## src/rtl/rscl_pkg.sv

```systemverilog
// Purpose: shared constants and carrier types for the strap configuration loader
// Assumes: 32-bit AXI4-Lite register port, 125 MHz aclk
// Notes: register words keep their management-register bit positions in the low 16 bits
package rscl_pkg;

  // register byte offsets
  localparam logic [5:0] CTRL_OFF = 6'h00;
  localparam logic [5:0] ADV_OFF = 6'h04;
  localparam logic [5:0] SMODE_OFF = 6'h08;
  localparam logic [5:0] STRAP_OFF = 6'h0c;
  localparam int ADDR_W = 6;

  // control register field positions
  localparam int CTRL_SOFT_RST_BIT = 15;
  localparam int CTRL_SPEED_BIT = 13;
  localparam int CTRL_ANEN_BIT = 12;
  localparam int CTRL_ISO_BIT = 10;
  localparam int CTRL_DUPLEX_BIT = 8;

  // advertisement field: bits 8..5
  localparam int ADV_LSB = 5;

  // special modes field positions
  localparam int SMODE_ADDR_LSB = 0;
  localparam int SMODE_MODE_LSB = 5;
  localparam int SMODE_IFACE_BIT = 14;

  // strap readback field positions
  localparam int STRAP_ADDR_LSB = 0;
  localparam int STRAP_MODE_LSB = 4;
  localparam int STRAP_IFACE_BIT = 8;

  // reset values, control nibble is {13,12,10,8}
  localparam logic [3:0] CTRL_RST = 4'h0;
  localparam logic [3:0] ADV_RST = 4'hf;
  localparam logic [2:0] ADDR_RST = 3'h0;
  localparam logic [2:0] MODE_RST = 3'h0;

  // operating mode strap encodings
  localparam logic [2:0] MODE_10HD = 3'h0;
  localparam logic [2:0] MODE_10FD = 3'h1;
  localparam logic [2:0] MODE_100HD = 3'h2;
  localparam logic [2:0] MODE_100FD = 3'h3;
  localparam logic [2:0] MODE_AN_100HD = 3'h4;
  localparam logic [2:0] MODE_REPEATER = 3'h5;
  localparam logic [2:0] MODE_PDOWN = 3'h6;
  localparam logic [2:0] MODE_ALL = 3'h7;

  // control nibble and advertisement loads per mode
  localparam logic [3:0] CTRL_LD_10HD = 4'h0;
  localparam logic [3:0] CTRL_LD_10FD = 4'h1;
  localparam logic [3:0] CTRL_LD_100HD = 4'h8;
  localparam logic [3:0] CTRL_LD_100FD = 4'h9;
  localparam logic [3:0] CTRL_LD_AN = 4'hc;
  localparam logic [3:0] CTRL_LD_ALL = 4'hd;
  localparam logic [3:0] ADV_LD_100HD = 4'h4;
  localparam logic [3:0] ADV_LD_ALL = 4'hf;

  // cycles after power-on release before the strap synchronisers are trusted
  localparam logic [1:0] SYNC_SETTLE = 2'h3;

  // bus responses
  localparam logic [1:0] RESP_OKAY = 2'h0;
  localparam logic [1:0] RESP_SLVERR = 2'h2;

  typedef struct packed {
    logic iface;
    logic [2:0] mode;
    logic [2:0] addr;
  } rscl_strap_type;

  typedef struct packed {
    logic speed_100;
    logic full_duplex;
    logic an_enable;
    logic isolate;
    logic crs_on_tx;
    logic repeater;
    logic powered_down;
    logic rmii_mode;
    logic [4:0] station_addr;
  } rscl_cfg_type;

endpackage

```

## src/rtl/rscl_sync.sv

```systemverilog
// Purpose: two-flop synchroniser for pin inputs
// Assumes: inputs are quasi-static pins
// Notes: first stage is read only by the second
module rscl_sync #(
  parameter int W = 1
) (
  input wire logic aclk,
  input wire logic aresetn,
  input wire logic clk_en,
  input wire logic [W-1:0] d,
  output logic [W-1:0] q
);
  logic [W-1:0] meta_r;
  logic [W-1:0] meta_nxt;
  logic [W-1:0] q_r;
  logic [W-1:0] q_nxt;

  // next stage values, frozen with clk_en
  always_comb begin
    meta_nxt = clk_en ? d : meta_r;
    q_nxt = clk_en ? meta_r : q_r;
  end

  // register both stages
  always_ff @(posedge aclk) begin
    if (!aresetn) begin
      meta_r <= '0;
      q_r <= '0;
    end else begin
      meta_r <= meta_nxt;
      q_r <= q_nxt;
    end
  end

  assign q = q_r;
endmodule

```

## src/rtl/rscl_addr_match.sv

```systemverilog
// Purpose: compares management frame address with the station address
// Assumes: frame address strobe comes from logic on aclk
// Notes: match answer is registered, one cycle after the strobe
module rscl_addr_match (
  input wire logic aclk,
  input wire logic aresetn,
  input wire logic clk_en,
  input wire logic frame_valid,
  input wire logic [4:0] frame_addr,
  input wire logic [4:0] station_addr,
  output logic match,
  output logic miss
);
  logic match_r;
  logic match_nxt;
  logic miss_r;
  logic miss_nxt;

  // pulse one of the two answers per frame strobe
  always_comb begin
    match_nxt = match_r;
    miss_nxt = miss_r;
    if (clk_en) begin
      match_nxt = frame_valid && (frame_addr == station_addr);
      miss_nxt = frame_valid && (frame_addr != station_addr);
    end
  end

  // answer flops
  always_ff @(posedge aclk) begin
    if (!aresetn) begin
      match_r <= 1'b0;
      miss_r <= 1'b0;
    end else begin
      match_r <= match_nxt;
      miss_r <= miss_nxt;
    end
  end

  assign match = match_r;
  assign miss = miss_r;
endmodule

```

## src/rtl/rscl_top.sv

```systemverilog
// Purpose: strap capture and configuration register loader with AXI4-Lite access
// Assumes: aresetn is power-on reset, external_reset_pin_n and straps are asynchronous pins
// Notes: all outputs come from flops; clk_en low freezes every flop
//
// Decided for this implementation: register access over AXI4-Lite and the address map.
module rscl_top
  import rscl_pkg::*;
(
  input wire logic aclk,
  input wire logic aresetn,
  input wire logic clk_en,
  // board pins
  input wire logic external_reset_pin_n,
  input wire logic [2:0] address_straps,
  input wire logic [2:0] mode_straps,
  input wire logic interface_select_strap,
  // management frame address from the serial decoder
  input wire logic mgmt_frame_valid,
  input wire logic [4:0] mgmt_frame_addr,
  output logic mgmt_frame_match,
  output logic mgmt_frame_miss,
  // resulting configuration
  output rscl_pkg::rscl_cfg_type cfg,
  output logic [4:0] scrambler_seed,
  output logic strap_load_pulse,
  // AXI4-Lite slave
  input wire logic [rscl_pkg::ADDR_W-1:0] s_axi_awaddr,
  input wire logic s_axi_awvalid,
  output logic s_axi_awready,
  input wire logic [31:0] s_axi_wdata,
  input wire logic [3:0] s_axi_wstrb,
  input wire logic s_axi_wvalid,
  output logic s_axi_wready,
  output logic [1:0] s_axi_bresp,
  output logic s_axi_bvalid,
  input wire logic s_axi_bready,
  input wire logic [rscl_pkg::ADDR_W-1:0] s_axi_araddr,
  input wire logic s_axi_arvalid,
  output logic s_axi_arready,
  output logic [31:0] s_axi_rdata,
  output logic [1:0] s_axi_rresp,
  output logic s_axi_rvalid,
  input wire logic s_axi_rready
);

  typedef enum logic [1:0] {LD_POR, LD_HOLD, LD_RUN} rscl_ld_type;

  // synchronised pins
  logic pin_rst_n_s;
  logic [6:0] strap_s;
  rscl_strap_type strap_now;

  // loader state
  rscl_ld_type ld_r, ld_nxt;
  logic [1:0] settle_r, settle_nxt;
  logic capture;
  rscl_strap_type strap_r, strap_nxt;
  logic load_r, load_nxt;

  // register contents
  logic [3:0] ctrl4_r, ctrl4_nxt;
  logic [3:0] adv4_r, adv4_nxt;
  logic [4:0] saddr_r, saddr_nxt;
  logic [2:0] smode_r, smode_nxt;
  logic iface_r, iface_nxt;
  logic pdown_r, pdown_nxt;
  rscl_cfg_type cfg_r, cfg_nxt;
  logic soft_rst;

  // bus slave state
  logic aw_full_r, aw_full_nxt;
  logic w_full_r, w_full_nxt;
  logic [ADDR_W-1:0] awaddr_r, awaddr_nxt;
  logic [31:0] wdata_r, wdata_nxt;
  logic [3:0] wstrb_r, wstrb_nxt;
  logic awready_r, awready_nxt;
  logic wready_r, wready_nxt;
  logic bvalid_r, bvalid_nxt;
  logic [1:0] bresp_r, bresp_nxt;
  logic arready_r, arready_nxt;
  logic rvalid_r, rvalid_nxt;
  logic [31:0] rdata_r, rdata_nxt;
  logic [1:0] rresp_r, rresp_nxt;
  logic do_write;
  logic [31:0] wr_word;

  // byte-lane merge of a write into an existing word
  function automatic logic [31:0] merge_bytes(input logic [31:0] old_w, input logic [31:0] new_w,
                                              input logic [3:0] strb);
    logic [31:0] res;
    res = old_w;
    for (int i = 0; i < 4; i++) begin
      if (strb[i]) begin
        res[i*8 +: 8] = new_w[i*8 +: 8];
      end
    end
    return res;
  endfunction

  // register word images, reserved bits read zero
  function automatic logic [31:0] reg_word(input logic [ADDR_W-1:0] a, input logic [3:0] c,
                                           input logic [3:0] adv, input logic [4:0] sa,
                                           input logic [2:0] sm, input logic ifc,
                                           input rscl_strap_type st);
    logic [31:0] w;
    w = 32'h0000_0000;
    unique case (a)
      CTRL_OFF: begin
        w[CTRL_SPEED_BIT] = c[3];
        w[CTRL_ANEN_BIT] = c[2];
        w[CTRL_ISO_BIT] = c[1];
        w[CTRL_DUPLEX_BIT] = c[0];
      end
      ADV_OFF: w[ADV_LSB +: 4] = adv;
      SMODE_OFF: begin
        w[SMODE_ADDR_LSB +: 5] = sa;
        w[SMODE_MODE_LSB +: 3] = sm;
        w[SMODE_IFACE_BIT] = ifc;
      end
      STRAP_OFF: begin
        w[STRAP_ADDR_LSB +: 3] = st.addr;
        w[STRAP_MODE_LSB +: 3] = st.mode;
        w[STRAP_IFACE_BIT] = st.iface;
      end
      default: w = 32'h0000_0000;
    endcase
    return w;
  endfunction

  function automatic logic addr_mapped(input logic [ADDR_W-1:0] a);
    return (a == CTRL_OFF) || (a == ADV_OFF) || (a == SMODE_OFF) || (a == STRAP_OFF);
  endfunction

  // straps and reset pin are off-domain: two flops before any use
  rscl_sync #(.W(1)) u_rst_sync (
    .aclk(aclk),
    .aresetn(aresetn),
    .clk_en(clk_en),
    .d(external_reset_pin_n),
    .q(pin_rst_n_s)
  );

  rscl_sync #(.W(7)) u_strap_sync (
    .aclk(aclk),
    .aresetn(aresetn),
    .clk_en(clk_en),
    .d({interface_select_strap, mode_straps, address_straps}),
    .q(strap_s)
  );

  assign strap_now = rscl_strap_type'(strap_s);

  // loader: capture after power-on settle and on every pin reset release
  always_comb begin
    ld_nxt = ld_r;
    settle_nxt = settle_r;
    capture = 1'b0;
    if (clk_en) begin
      unique case (ld_r)
        LD_POR: begin
          if (settle_r != SYNC_SETTLE) begin
            settle_nxt = settle_r + 2'h1;
          end else if (!pin_rst_n_s) begin
            ld_nxt = LD_HOLD;
          end else begin
            capture = 1'b1;
            ld_nxt = LD_RUN;
          end
        end
        LD_HOLD: begin
          if (pin_rst_n_s) begin
            capture = 1'b1;
            ld_nxt = LD_RUN;
          end
        end
        LD_RUN: begin
          if (!pin_rst_n_s) begin
            ld_nxt = LD_HOLD;
          end
        end
      endcase
    end
    // only a capture moves the latched straps; pin activity otherwise ignored
    strap_nxt = capture ? strap_now : strap_r;
    load_nxt = clk_en ? capture : load_r;
  end

  always_ff @(posedge aclk) begin
    if (!aresetn) begin
      ld_r <= LD_POR;
      settle_r <= 2'h0;
      strap_r <= '{iface: 1'b0, mode: MODE_RST, addr: ADDR_RST};
      load_r <= 1'b0;
    end else begin
      ld_r <= ld_nxt;
      settle_r <= settle_nxt;
      strap_r <= strap_nxt;
      load_r <= load_nxt;
    end
  end

  // AXI4-Lite handshakes; write fires once both address and data are held
  always_comb begin
    aw_full_nxt = aw_full_r;
    w_full_nxt = w_full_r;
    awaddr_nxt = awaddr_r;
    wdata_nxt = wdata_r;
    wstrb_nxt = wstrb_r;
    bvalid_nxt = bvalid_r;
    bresp_nxt = bresp_r;
    arready_nxt = arready_r;
    rvalid_nxt = rvalid_r;
    rdata_nxt = rdata_r;
    rresp_nxt = rresp_r;
    do_write = 1'b0;
    if (clk_en) begin
      if (s_axi_awvalid && awready_r) begin
        aw_full_nxt = 1'b1;
        awaddr_nxt = s_axi_awaddr;
      end
      if (s_axi_wvalid && wready_r) begin
        w_full_nxt = 1'b1;
        wdata_nxt = s_axi_wdata;
        wstrb_nxt = s_axi_wstrb;
      end
      if (bvalid_r && s_axi_bready) begin
        bvalid_nxt = 1'b0;
      end
      if (aw_full_r && w_full_r && !bvalid_r) begin
        do_write = addr_mapped(awaddr_r);
        bvalid_nxt = 1'b1;
        bresp_nxt = addr_mapped(awaddr_r) ? RESP_OKAY : RESP_SLVERR;
        aw_full_nxt = 1'b0;
        w_full_nxt = 1'b0;
      end
      if (s_axi_arvalid && arready_r) begin
        arready_nxt = 1'b0;
        rvalid_nxt = 1'b1;
        rdata_nxt = reg_word(s_axi_araddr, ctrl4_r, adv4_r, saddr_r, smode_r, iface_r, strap_r);
        rresp_nxt = addr_mapped(s_axi_araddr) ? RESP_OKAY : RESP_SLVERR;
      end
      if (rvalid_r && s_axi_rready) begin
        rvalid_nxt = 1'b0;
        arready_nxt = 1'b1;
      end
    end
    // ready only while the holding slot is empty
    awready_nxt = !aw_full_nxt;
    wready_nxt = !w_full_nxt;
    wr_word = merge_bytes(reg_word(awaddr_r, ctrl4_r, adv4_r, saddr_r, smode_r, iface_r, strap_r),
                          wdata_r, wstrb_r);
  end

  always_ff @(posedge aclk) begin
    if (!aresetn) begin
      aw_full_r <= 1'b0;
      w_full_r <= 1'b0;
      awaddr_r <= '0;
      wdata_r <= 32'h0000_0000;
      wstrb_r <= 4'h0;
      awready_r <= 1'b1;
      wready_r <= 1'b1;
      bvalid_r <= 1'b0;
      bresp_r <= RESP_OKAY;
      arready_r <= 1'b1;
      rvalid_r <= 1'b0;
      rdata_r <= 32'h0000_0000;
      rresp_r <= RESP_OKAY;
    end else begin
      aw_full_r <= aw_full_nxt;
      w_full_r <= w_full_nxt;
      awaddr_r <= awaddr_nxt;
      wdata_r <= wdata_nxt;
      wstrb_r <= wstrb_nxt;
      awready_r <= awready_nxt;
      wready_r <= wready_nxt;
      bvalid_r <= bvalid_nxt;
      bresp_r <= bresp_nxt;
      arready_r <= arready_nxt;
      rvalid_r <= rvalid_nxt;
      rdata_r <= rdata_nxt;
      rresp_r <= rresp_nxt;
    end
  end

  // register contents: strap load wins over a software write in the same cycle for each field that the mode loads
  always_comb begin
    ctrl4_nxt = ctrl4_r;
    adv4_nxt = adv4_r;
    saddr_nxt = saddr_r;
    smode_nxt = smode_r;
    iface_nxt = iface_r;
    pdown_nxt = pdown_r;
    soft_rst = 1'b0;
    if (do_write) begin
      unique case (awaddr_r)
        CTRL_OFF: begin
          ctrl4_nxt = {wr_word[CTRL_SPEED_BIT], wr_word[CTRL_ANEN_BIT],
                       wr_word[CTRL_ISO_BIT], wr_word[CTRL_DUPLEX_BIT]};
          soft_rst = wr_word[CTRL_SOFT_RST_BIT]; // self-clearing, reads back zero
        end
        ADV_OFF: adv4_nxt = wr_word[ADV_LSB +: 4];
        SMODE_OFF: begin
          saddr_nxt = wr_word[SMODE_ADDR_LSB +: 5];
          smode_nxt = wr_word[SMODE_MODE_LSB +: 3];
        end
        default: ;
      endcase
    end
    // soft reset reuses the current mode field, straps untouched
    if (soft_rst) begin
      pdown_nxt = (smode_nxt == MODE_PDOWN);
    end
    if (capture) begin
      saddr_nxt = {2'h0, strap_now.addr};
      smode_nxt = strap_now.mode;
      iface_nxt = strap_now.iface;
      pdown_nxt = 1'b0;
      unique case (strap_now.mode)
        MODE_10HD: ctrl4_nxt = CTRL_LD_10HD;
        MODE_10FD: ctrl4_nxt = CTRL_LD_10FD;
        MODE_100HD: ctrl4_nxt = CTRL_LD_100HD;
        MODE_100FD: ctrl4_nxt = CTRL_LD_100FD;
        MODE_AN_100HD, MODE_REPEATER: begin
          ctrl4_nxt = CTRL_LD_AN;
          adv4_nxt = ADV_LD_100HD;
        end
        MODE_PDOWN: pdown_nxt = 1'b1;
        MODE_ALL: begin
          ctrl4_nxt = CTRL_LD_ALL;
          adv4_nxt = ADV_LD_ALL;
        end
      endcase
    end
  end

  // configuration follows the register values, never the pins directly
  always_comb begin
    cfg_nxt.speed_100 = ctrl4_nxt[3];
    cfg_nxt.an_enable = ctrl4_nxt[2];
    cfg_nxt.isolate = ctrl4_nxt[1];
    cfg_nxt.full_duplex = ctrl4_nxt[0];
    cfg_nxt.repeater = (smode_nxt == MODE_REPEATER);
    // half duplex senses carrier on transmit, except in repeater operation
    cfg_nxt.crs_on_tx = !ctrl4_nxt[0] && (smode_nxt != MODE_REPEATER);
    cfg_nxt.powered_down = pdown_nxt;
    cfg_nxt.rmii_mode = iface_nxt;
    cfg_nxt.station_addr = saddr_nxt;
  end

  always_ff @(posedge aclk) begin
    if (!aresetn) begin
      ctrl4_r <= CTRL_RST;
      adv4_r <= ADV_RST;
      saddr_r <= 5'h00;
      smode_r <= MODE_RST;
      iface_r <= 1'b0;
      pdown_r <= 1'b0;
      cfg_r <= '0;
    end else if (clk_en) begin
      ctrl4_r <= ctrl4_nxt;
      adv4_r <= adv4_nxt;
      saddr_r <= saddr_nxt;
      smode_r <= smode_nxt;
      iface_r <= iface_nxt;
      pdown_r <= pdown_nxt;
      cfg_r <= cfg_nxt;
    end
  end

  // frame address compare against the live station address
  rscl_addr_match u_match (
    .aclk(aclk),
    .aresetn(aresetn),
    .clk_en(clk_en),
    .frame_valid(mgmt_frame_valid),
    .frame_addr(mgmt_frame_addr),
    .station_addr(saddr_r),
    .match(mgmt_frame_match),
    .miss(mgmt_frame_miss)
  );

  assign cfg = cfg_r;
  assign scrambler_seed = cfg_r.station_addr;
  assign strap_load_pulse = load_r;
  assign s_axi_awready = awready_r;
  assign s_axi_wready = wready_r;
  assign s_axi_bvalid = bvalid_r;
  assign s_axi_bresp = bresp_r;
  assign s_axi_arready = arready_r;
  assign s_axi_rvalid = rvalid_r;
  assign s_axi_rdata = rdata_r;
  assign s_axi_rresp = rresp_r;

endmodule

```

## config.mk

```make
export PLATFORM = sky130hd
export DESIGN_NAME = rscl_top
export DESIGN_NICKNAME = d
export VERILOG_FILES = /design/src/rtl/rscl_pkg.sv /design/src/rtl/rscl_sync.sv /design/src/rtl/rscl_addr_match.sv /design/src/rtl/rscl_top.sv
export SDC_FILE = /design/constraint.sdc
export NUM_CORES = 1
export LEC_CHECK = 0
export BUFFER_PORTS_ARGS = -buffer_cell sky130_fd_sc_hd__buf_2
export CAP_MARGIN = 20
export CORE_MARGIN = 2
export CORE_UTILIZATION = 51
export CTS_CLUSTER_DIAMETER = 80
export DETAILED_ROUTE_END_ITERATION = 10
export PLACE_DENSITY = 0.84
export SYNTH_ARGS = -nofsm -noshare
export SYNTH_HDL_FRONTEND = slang
export SYNTH_HIERARCHICAL = 1
export SYNTH_SLANG_ARGS = --single-unit
```

## constraint.sdc

```tcl
create_clock -name aclk -period 2.6 [get_ports aclk]
set_input_delay 0 -clock aclk [delete_from_list [all_inputs] [get_ports aclk]]
set_output_delay 0 -clock aclk [all_outputs]
set_load 0.05 [all_outputs]
```

==> flow_summary_export.csv, run 1 <==
group,metric,value,unit
floorplan,coreArea,8175,um^2
sta,finClkSkew,0.01129,ns
sta,rsz0062_at_grt,"false",
final_layout,final_common_cell,"dfxtp_1",
drt,via_per_inst,5.302,
sta,timing.fmax,471.0,MHz
status,status,"finished clean",
critical_path,worstPathArrival,2.37,ns
floorplan,chipHeight,95.61,um
critical_path,ff2ff_path_depth,7,
critical_path,r2r_start,"ld_r[0]$_SDFFE_PN0P_",
placement,place_congestion,0.8740,
synthesis,synth_edf_count,0,
clocking,clk_path_buf_depth,2,
placement,portBuffers,89,
critical_path,endpoint,"cfg[6]$_SDFFE_PN0P_",
synthesis,yosysSeqAreaShare,0.4350,
floorplan,die_area,9141,um^2
placement,dpl.cell_count,644,
floorplan,chipWidth,95.61,um
critical_path,r2r-end,"cfg[6]$_SDFFE_PN0P_",
synthesis,yosysUniqueCellTypes,57,
power_and_ir_drop,vdd_drop_max,0.0004236,V
synthesis,synth_flop_cell,"dfxtp_1",
final_layout,fillers,701,
final_layout,area_delta_synth_final,20.70,%
synthesis,synth-adder-area-share,0.01169,
placement,dp_hpwl,7252,um
clocking,cts-buffers-inserted,9,
clocking,clk_pin_slew,0.08,ns
drt,wire_per_inst,14.56,um
floorplan,num_io_pins,132,
final_layout,final_cell_mix,"93 x dfxtp_1, 89 x buf_2, 63 x nand2_1",
sta,whs,0.03653,ns
final_layout,fin_util,0.6319,
sta,slew_headroom,0.5522,
synthesis,synth-seq-cells,93,
final_layout,stdcell_count,692,
synthesis,synth_compound_area_frac,0.1511,
drt,first_iter_violations,170,
synthesis,synth.avg_cell_area,9.011,um^2
min_path,min_path_type,"primary input to flop",
final_layout,regArea,1862,um^2
clocking,clock-sinks,93,
clocking,clk_latency,0.36,ns
critical_path,start_kind,"flop",
power_and_ir_drop,powerDensity,589.7,nW/um^2
sta,finalMaxSlewViolations,0,
critical_path,worstPathMaxFanout,7,
critical_path,setup.worst_path.start,"ld_r[0]$_SDFFE_PN0P_",
sta,worstMarginPinSlew,0.6709,ns
grt,antenna_found_initial,0,
drt,vias,3669,
grt,grt_max_degree,36,
power_and_ir_drop,p_seq_frac,0.505,
synthesis,synth_top_family_by_area,"simple AND/OR/NAND/NOR gates",
synthesis,synth_warnings,6,
floorplan,rows,33,
critical_path,cp.required,2.85,ns
final_layout,multiInputGateArea,2136,um^2
synthesis,netlist_area,4280,um^2
power_and_ir_drop,finalPower,3.047,mW
synthesis,synthCells,475,
final_layout,drive_above_1_share,0.2181,
clocking,cts.root.buffer_cell,"clkbuf_8",
synthesis,synth_mux_area_frac,0.1029,
final_layout,num_antenna_cells,0,
clocking,cts_setup_buffers,0,
sta,setup-tns-final,0,ns
drt,antenna_left,0,
power_and_ir_drop,netSwitchingFraction,0.2906,
sta,fin_crit,2.123,ns
sta,fin_crit_sh,0.8165,
power_and_ir_drop,combPwrFrac,0.182,
power_and_ir_drop,power_leakage,2.291,nW
drt,firstDrtPassIters,4,
drt,finalWirelength,10080,um
grt,overflow,0,
grt,first_global_vias,3545,
synthesis,yosys.area_share.simple,0.2026,
synthesis,synthXorXnorAreaFrac,0.01228,
grt,grtUsageTotal,0.2276,
clocking,htreeDepth,3,
power_and_ir_drop,power.net_switching,0.8853,mW
critical_path,path_class,"flop to flop",
sta,hold_viol,0,
critical_path,r2r_setup_slack,0.48,ns
final_layout,fin_nets,656,
sta,finalSetupViolCount,0,
power_and_ir_drop,clkPwrFrac,0.313,
floorplan,floorplan.initialDensity,0.5236,
synthesis,async_flop_share,0,
drt,drc,0,
power_and_ir_drop,p_int,2.161,mW
grt,grt_pass1_wl,16380,um
critical_path,cp-end-kind,"flop",
flow_run,maxCapViolCount,0,
clocking,cts_tree,"done",
[registers in the layout, indices dropped and copies added (netlist names), 2 cells and up]
name / flops
adv4_r: 4
awaddr_r: 6
cfg: 4
ctrl4_r: 4
ld_r: 2
s_axi_rdata: 13
scrambler_seed: 5
settle_r: 2
smode_r: 3
strap_r: 7
u_strap_sync/meta_r: 7
u_strap_sync/q: 7
wdata_r: 13
wstrb_r: 2
[Yosys cell counts (2+ instances only)]
cell type,count,area share
dfxtp_1,93,0.43
nand2_1,63,0.055
nor2_1,37,0.032
mux2i_1,35,0.082
a21oi_1,31,0.036
buf_4,29,0.051
nor2b_1,24,0.035
clkbuf_1,19,0.017
o21ai_0,19,0.022
nand3_1,11,0.013
inv_1,9,0.0079
a22oi_1,7,0.012
and3_1,7,0.010
a211oi_1,6,0.011
a31oi_1,6,0.0088
xor2_1,6,0.012
mux2_2,5,0.013
nand2b_1,5,0.0073
and2_1,4,0.0058
ha_1,4,0.012
nand3b_1,4,0.0070
a21oi_2,3,0.0061
a22o_1,3,0.0061
mux2_1,3,0.0079
nor3_1,3,0.0035
a21o_1,2,0.0035
a31o_2,2,0.0041
a32oi_1,2,0.0041
a41oi_1,2,0.0041
and2_0,2,0.0029
nor4_4,2,0.0099
o31ai_1,2,0.0035
[cell families after synthesis]
group / after synthesis
other cells: 1
simple gates: 172
xor+xnor: 6
buf+inv: 60
compound gates: 96
flops: 93
mux: 43
fa+ha+maj: 4
[power groups by stage]
stage,Combinational (mW),Clock (mW),Sequential (mW)
2_1_floorplan,0.385,0,1.59
3_3_place_gp,0.484,0,1.57
3_5_place_dp,0.507,0,1.57
4_1_cts,0.550,0.959,1.54
5_1_grt,0.606,1.02,1.55
6_report,0.553,0.955,1.54
[layer usage]
layer	routed length, um	global-route usage
met4	167	0.08571
met5	0	0
met2	4826	0.3922
met1	4574	0.2847
met3	510	0.03715
[area by class of cell]
| cell class | instances | share of cell area |
|---|---|---|
| Clock buffer | 12 | 0.02809 |
| Multi-Input combinational cell | 342 | 0.4134 |
| Tap cell | 105 | 0.02543 |
| Sequential cell | 93 | 0.3604 |
| Clock inverter | 4 | 0.009203 |
| Timing Repair Buffer | 127 | 0.1569 |
| Inverter | 9 | 0.006539 |
[worst min-delay path by stage]
stage / startpoint / to / slack, ns / cells past startpoint
floorplan: aresetn / u_match/match$_SDFFE_PN0P_ / 0.13 / 1
global placement: s_axi_awaddr[1] / awaddr_r[1]$_SDFFE_PN0P_ / 0.23 / 3
detailed placement: s_axi_awaddr[2] / awaddr_r[2]$_SDFFE_PN0P_ / 0.24 / 3
CTS: clk_en / cfg[7]$_SDFFE_PN0P_ / 0.04 / 3
global route: clk_en / cfg[7]$_SDFFE_PN0P_ / 0.07 / 3
finish: clk_en / cfg[7]$_SDFFE_PN0P_ / 0.04 / 3
[worst max-delay path: stages, from the launching register on]
cell and delay (ns):
dfxtp_1 0.35, inv_1 0.08, ha_1 0.23, a21o_1 0.28
a2111oi_4 0.45, o211ai_2 0.18, and4_1 0.21, a31o_2 0.24
[timing repair]
action	CTS	global route
endpoints found under the hold margin	32	0
gates resized for setup	0	0
hold buffers	32	0
[through the flow]
step / cell area, um^2 / setup WS (ns)
floorplan: 4355 / 0.4294
global placement: 4653 / 0.5622
detailed placement: 4653 / 0.5289
CTS: 5166 / 0.5003
global route: 5166 / 0.3657
finish: 5166 / 0.4770
Note: power is estimated with default switching activity, not from simulation.
==> run 2: changes to the inputs <==
Settings changed: CORE_UTILIZATION 51 to 46, PLACE_DENSITY 0.84 to 0.8.
Clock period 2.6 ns to 1.9 ns, I/O delays scaled along.
==> run 2 against run 1 <==
Effect of this change:
- the flow now finishes with violations (setup timing)
- worst hold slack worse by 0.027 ns
- clock skew is 0.0040 ns lower
- setup slack worse by 0.53 ns
- via count is 3.9% higher
- critical path depth is 2 lower
- clock-buffer cell count is 3 lower
- critical path type unchanged
==> flow_summary_export.csv, run 2 (synthesized netlist as in run 1, its figures left out) <==
group,metric,value,unit
sta,finalWorstSetupSlack,-0.05293,ns
critical_path,worstPathArrival,2.21,ns
sta,worstMarginPinSlew,0.6165,ns
critical_path,cpLargestDelayFamily,"simple AND/OR/NAND/NOR gates",
clocking,cts-buffers-inserted,9,
sta,finClkSkew,0.007289,ns
final_layout,drive_above_1_share,0.2901,
sta,rsz0062_at_grt,"true",
status,violations,"setup timing",
drt,antenna_left,0,
grt,grt_pass1_wl,17380,um
clocking,clk_latency,0.35,ns
floorplan,chipWidth,100.5,um
clocking,clock-sinks,93,
clocking,clk_path_buf_depth,2,
drt,vias,3813,
drt,via_per_inst,5.238,
drt,finalWirelength,10820,um
sta,setup-tns-final,-0.09495,ns
final_layout,area_delta_synth_final,28.38,%
critical_path,start_kind,"flop",
placement,dp_hpwl,7968,um
critical_path,cp.required,2.15,ns
drt,first_iter_violations,107,
final_layout,regArea,1872,um^2
final_layout,fin_nets,687,
critical_path,worstPathMaxFanout,5,
final_layout,final_cell_mix,"89 x buf_2, 87 x dfxtp_1, 62 x nand2_1",
drt,wire_per_inst,14.86,um
floorplan,rows,35,
status,status,"finished with violations",
critical_path,worstPathCellList,"or4_4 -> a2111oi_4 -> o211ai_2 -> and4_1 -> a31o_2",
clocking,cts_tree,"done",
sta,fin_crit,1.953,ns
grt,grt_max_degree,35,
placement,portBuffers,89,
flow_run,maxCapViolCount,0,
sta,finalMaxSlewViolations,0,
placement,place_congestion,0.9252,
sta,slew_headroom,0.5885,
final_layout,num_antenna_cells,0,
critical_path,worst-path-buf-inv,0,
critical_path,cp_slowest_cell,"or4_4",
power_and_ir_drop,powerDensity,777.9,nW/um^2
drt,firstDrtPassIters,5,
sta,fin_crit_sh,1.028,
floorplan,num_io_pins,132,
critical_path,cp_slowest_stage_delay,0.60,ns
placement,post-place-ws,-0.09737,ns
floorplan,coreArea,9153,um^2
grt,overflow,0,
grt,first_global_vias,3632,
min_path,min_path_type,"primary input to flop",
grt,grtUsageTotal,0.2179,
power_and_ir_drop,vdd_drop_max,0.0004416,V
clocking,clk_pin_slew,0.09,ns
clocking,cts.root.buffer_cell,"clkbuf_8",
final_layout,fillers,802,
critical_path,path_class,"flop to flop",
clocking,htreeDepth,3,
critical_path,cp-end-kind,"flop",
floorplan,floorplan.initialDensity,0.4677,
floorplan,chipHeight,100.5,um
sta,timing.fmax,512.1,MHz
final_layout,multiInputGateArea,2215,um^2
power_and_ir_drop,power_leakage,2.459,nW
grt,antenna_found_initial,0,
drt,drc,0,
sta,hold_viol,0,
sta,finalSetupViolCount,4,
final_layout,final_common_cell,"buf_2",
floorplan,die_area,10090,um^2
==> run 2: changes by cell type in the layout (fill, tap and decap cells not counted), moves of 3 or more <==
cell / previous run / this run
o21ai_0: 19 / 16
o21ai_1: 0 / 3
dfxtp_2: 0 / 5
dfxtp_1: 93 / 87
buf_4: 6 / 36
==> run 2: layout make-up <==
type / count / area share
Multi-Input combinational cell: 342 / 0.4030
Clock buffer: 9 / 0.02254
Inverter: 9 / 0.006148
Timing Repair Buffer: 158 / 0.1908
Sequential cell: 93 / 0.3406
Tap cell: 111 / 0.02527
Clock inverter: 6 / 0.01161
==> run 2: worst paths after layout <==
check,start,end,slack [ns],depth (start not counted)
worst max-delay path,awaddr_r[0]$_SDFFE_PN0P_,cfg[6]$_SDFFE_PN0P_,-0.05,5
worst min-delay path,s_axi_bready,s_axi_bvalid$_SDFFE_PN0P_,0.009,4
worst max register to register,awaddr_r[0]$_SDFFE_PN0P_,cfg[6]$_SDFFE_PN0P_,-0.05,5
worst min register to register,wdata_r[12]$_SDFFE_PN0P_,wdata_r[12]$_SDFFE_PN0P_,0.45,2
==> run 2: power breakdown <==
part	switching, mW	leakage, nW	internal, mW
Clock	0.681	0.0915	0.601
Combinational	0.516	1.61	0.367
Sequential	0.0678	0.759	2.04
Total	1.27	2.46	3.01
==> run 2: worst min-delay path, delay by kind of cell <==
kind / cells / cell delay, ns
buf+inv: 1 / 0.10
compound gates: 1 / 0.07
simple gates: 2 / 0.15
==> run 2: routing by layer <==
layer	global-route usage	routed length, um
met5	0	0
met4	0.06744	125
met3	0.04230	427
met2	0.3655	5193
met1	0.2843	5075
==> run 2: per-stage QoR <==
step | hold slack (ns) | utilization | instance area, um^2 | power (mW) | std cells
6_report | 0.009460 | 0.6004 | 5495 | 4.275 | 728
5_1_grt | 0.04292 | 0.6004 | 5495 | 4.468 | 728
4_1_cts | 0.003230 | 0.5913 | 5411 | 4.272 | 726
2_1_floorplan | 0.1258 | - | 4372 | 2.707 | 495
3_5_place_dp | 0.2413 | 0.5347 | 4893 | 2.951 | 679
3_3_place_gp | 0.2292 | 0.5347 | 4893 | 2.907 | 679
==> run 2: repair_timing <==
action | 4_1_cts | 5_1_grt
hold endpoints to repair | 31 | 0
buffers inserted | 2 | 2
gates resized for setup | 7 | 17
hold buffers | 31 | 0
pin swaps | 8 | 9
endpoints found under the setup margin | 3 | 11
==> run 3: changes to the inputs <==
Settings changed: CELL_PAD_IN_SITES_DETAIL_PLACEMENT from default to 2, CELL_PAD_IN_SITES_GLOBAL_PLACEMENT from default to 2, CORE_UTILIZATION 46 to 27, SLEW_MARGIN from default to 0.
==> run 3 against run 2 <==
Effect of this change:
- the flow finishes with violations (hold timing, setup timing)
- clock skew barely moved
- sequential power rose by 2%
- power rose by 20%
- final cell count rose by 16%
- clock power rose by 48%
- highest routed layer unchanged
==> flow_summary_export.csv, run 3 (synthesized netlist as in run 1, its figures left out) <==
group,metric,value,unit
power_and_ir_drop,power.net_switching,1.565,mW
power_and_ir_drop,clkPwrFrac,0.369,
sta,finalMaxSlewViolations,0,
power_and_ir_drop,combPwrFrac,0.212,
drt,antenna_left,0,
power_and_ir_drop,p_seq_frac,0.419,
power_and_ir_drop,power_leakage,2.609,nW
floorplan,rows,46,
floorplan,floorplan.initialDensity,0.2724,
critical_path,worstPathCellList,"inv_4 -> ha_4 -> a21o_1 -> a2111oi_4 -> o211ai_2 -> and2_4 -> o41ai_4",
flow_run,maxCapViolCount,0,
drt,finalWirelength,15630,um
critical_path,cp_slowest_stage_delay,0.44,ns
drt,vias,4026,
clocking,cts.root.buffer_cell,"clkbuf_16",
drt,drc,0,
grt,first_global_vias,4337,
critical_path,cp.required,2.15,ns
power_and_ir_drop,p_int,3.561,mW
critical_path,worstPathMaxFanout,3,
final_layout,multiInputGateArea,2263,um^2
sta,setup-tns-final,-0.5714,ns
sta,fin_crit_sh,1.087,
placement,dp_hpwl,10510,um
final_layout,regArea,1882,um^2
sta,timing.fmax,484.1,MHz
sta,worstMarginPinSlew,0.5144,ns
final_layout,final_cell_mix,"89 x buf_2, 85 x dfxtp_1, 58 x nand2_1",
sta,slew_headroom,0.6567,
clocking,cts_tree,"done",
critical_path,worstPathArrival,2.32,ns
clocking,clk_path_buf_depth,2,
sta,finalSetupViolCount,6,
placement,portBuffers,89,
final_layout,fin_nets,695,
floorplan,die_area,16880,um^2
sta,rsz0062_at_grt,"true",
placement,place_congestion,0.7934,
clocking,cts-buffers-inserted,9,
power_and_ir_drop,powerDensity,868.3,nW/um^2
power_and_ir_drop,netSwitchingFraction,0.3053,
sta,finClkSkew,0.007365,ns
critical_path,start_kind,"flop",
critical_path,path_class,"flop to flop",
final_layout,area_delta_synth_final,37.94,%
clocking,clock-sinks,93,
grt,overflow,0,
grt,grtUsageTotal,0.1835,
final_layout,design_area,5904,um^2
grt,antenna_found_initial,0,
placement,postPlaceCellArea,5037,um^2
status,violations,"hold timing, setup timing",
clocking,clk_latency,0.36,ns
grt,grt_pass1_wl,23680,um
drt,firstDrtPassIters,4,
sta,finalWorstSetupSlack,-0.1656,ns
placement,post-place-ws,-0.1626,ns
critical_path,cp_slowest_cell,"a2111oi_4",
floorplan,coreArea,15710,um^2
clocking,htreeDepth,3,
sta,fin_crit,2.066,ns
final_layout,num_antenna_cells,0,
drt,wire_per_inst,18.56,um
status,status,"finished with violations",
sta,hold_viol,1,
floorplan,chipWidth,129.9,um
clocking,clk_pin_slew,0.07,ns
final_layout,fillers,1763,
grt,grt_max_degree,35,
final_layout,final_common_cell,"buf_2",
floorplan,chipHeight,129.9,um
critical_path,cp-end-kind,"flop",
drt,via_per_inst,4.781,
floorplan,num_io_pins,132,
drt,first_iter_violations,139,
sta,whs,-0.0004610,ns
final_layout,drive_above_1_share,0.3179,
power_and_ir_drop,vdd_drop_max,0.0004875,V
min_path,min_path_type,"primary input to flop",
run 3: cell types whose count changed in the layout (fill, tap and decap cells not counted), moves of 3 or more:
cell       delta
buf_4         +4
clkbuf_16     +9
clkbuf_8      -9
dfxtp_4       +3
ha_4          +3
mux2_1        -3
mux2_4        +3
nand2_1       -4
nand2_2       +4
run 3: layout make-up:
| cell class | instances | area share |
|---|---|---|
| Multi-Input combinational cell | 342 | 0.3833 |
| Tap cell | 216 | 0.04577 |
| Clock buffer | 9 | 0.03814 |
| Inverter | 9 | 0.006993 |
| Clock inverter | 7 | 0.01377 |
| Sequential cell | 93 | 0.3187 |
| Timing Repair Buffer | 166 | 0.1933 |
run 3: power by group through the flow:
stage	Clock, mW	Sequential [mW]	Combinational, mW
floorplan	0	2.18	0.527
global placement	0	2.14	0.792
detailed placement	0	2.15	0.854
CTS	1.93	2.11	0.918
global route	2.01	2.16	1.17
finish	1.89	2.15	1.09
run 3: worst max-delay path, delay by kind of cell, from the launching register on:
family	cells	cell delay (ns)
adders and majority gates	1	0.15
AOI/OAI and AO/OA	4	1.19
buffers and inverters	1	0.05
DFF	1	0.39
and+or+nand+nor	1	0.19
run 3: final timing paths:
check,from,endpoint,slack (ns),cells after the start
setup reg to reg,ld_r[0]$_SDFFE_PN0P_,cfg[7]$_SDFFE_PN0P_,-0.17,7
hold / removal,s_axi_bready,s_axi_bvalid$_SDFFE_PN0P_,-0.0005,4
setup / recovery,ld_r[0]$_SDFFE_PN0P_,cfg[7]$_SDFFE_PN0P_,-0.17,7
hold reg to reg,wdata_r[5]$_SDFFE_PN0P_,wdata_r[5]$_SDFFE_PN0P_,0.46,2
run 3: what timing repair did:
action                                 4_1_cts  5_1_grt
setup endpoints to repair                   12       17
hold buffers                                31        0
buffers inserted                             3        8
endpoints found under the hold margin       31        0
resized for setup                            6       40
pin swaps                                    5       16
run 3: metal layers:
metal / up-vias / part of all wire / track usage
li1: 1894 / - / -
met1: 2009 / 0.41 / 0.2107
met2: 100 / 0.54 / 0.3477
met3: 23 / 0.039 / 0.03157
met4: 0 / 0.018 / 0.05187
met5: - / 0 / 0
run 3: per-stage QoR:
step / hold slack (ns) / power, mW / utilization / std cells
5_1_grt: 0.02635 / 5.341 / 0.3758 / 842
4_1_cts: 0.001770 / 4.960 / 0.3618 / 834
6_report: -0.0004610 / 5.127 / 0.3758 / 842
3_5_place_dp: 0.2456 / 3.005 / 0.3206 / 784
3_3_place_gp: 0.2326 / 2.929 / 0.3206 / 784
2_1_floorplan: 0.1258 / 2.707 / - / 495
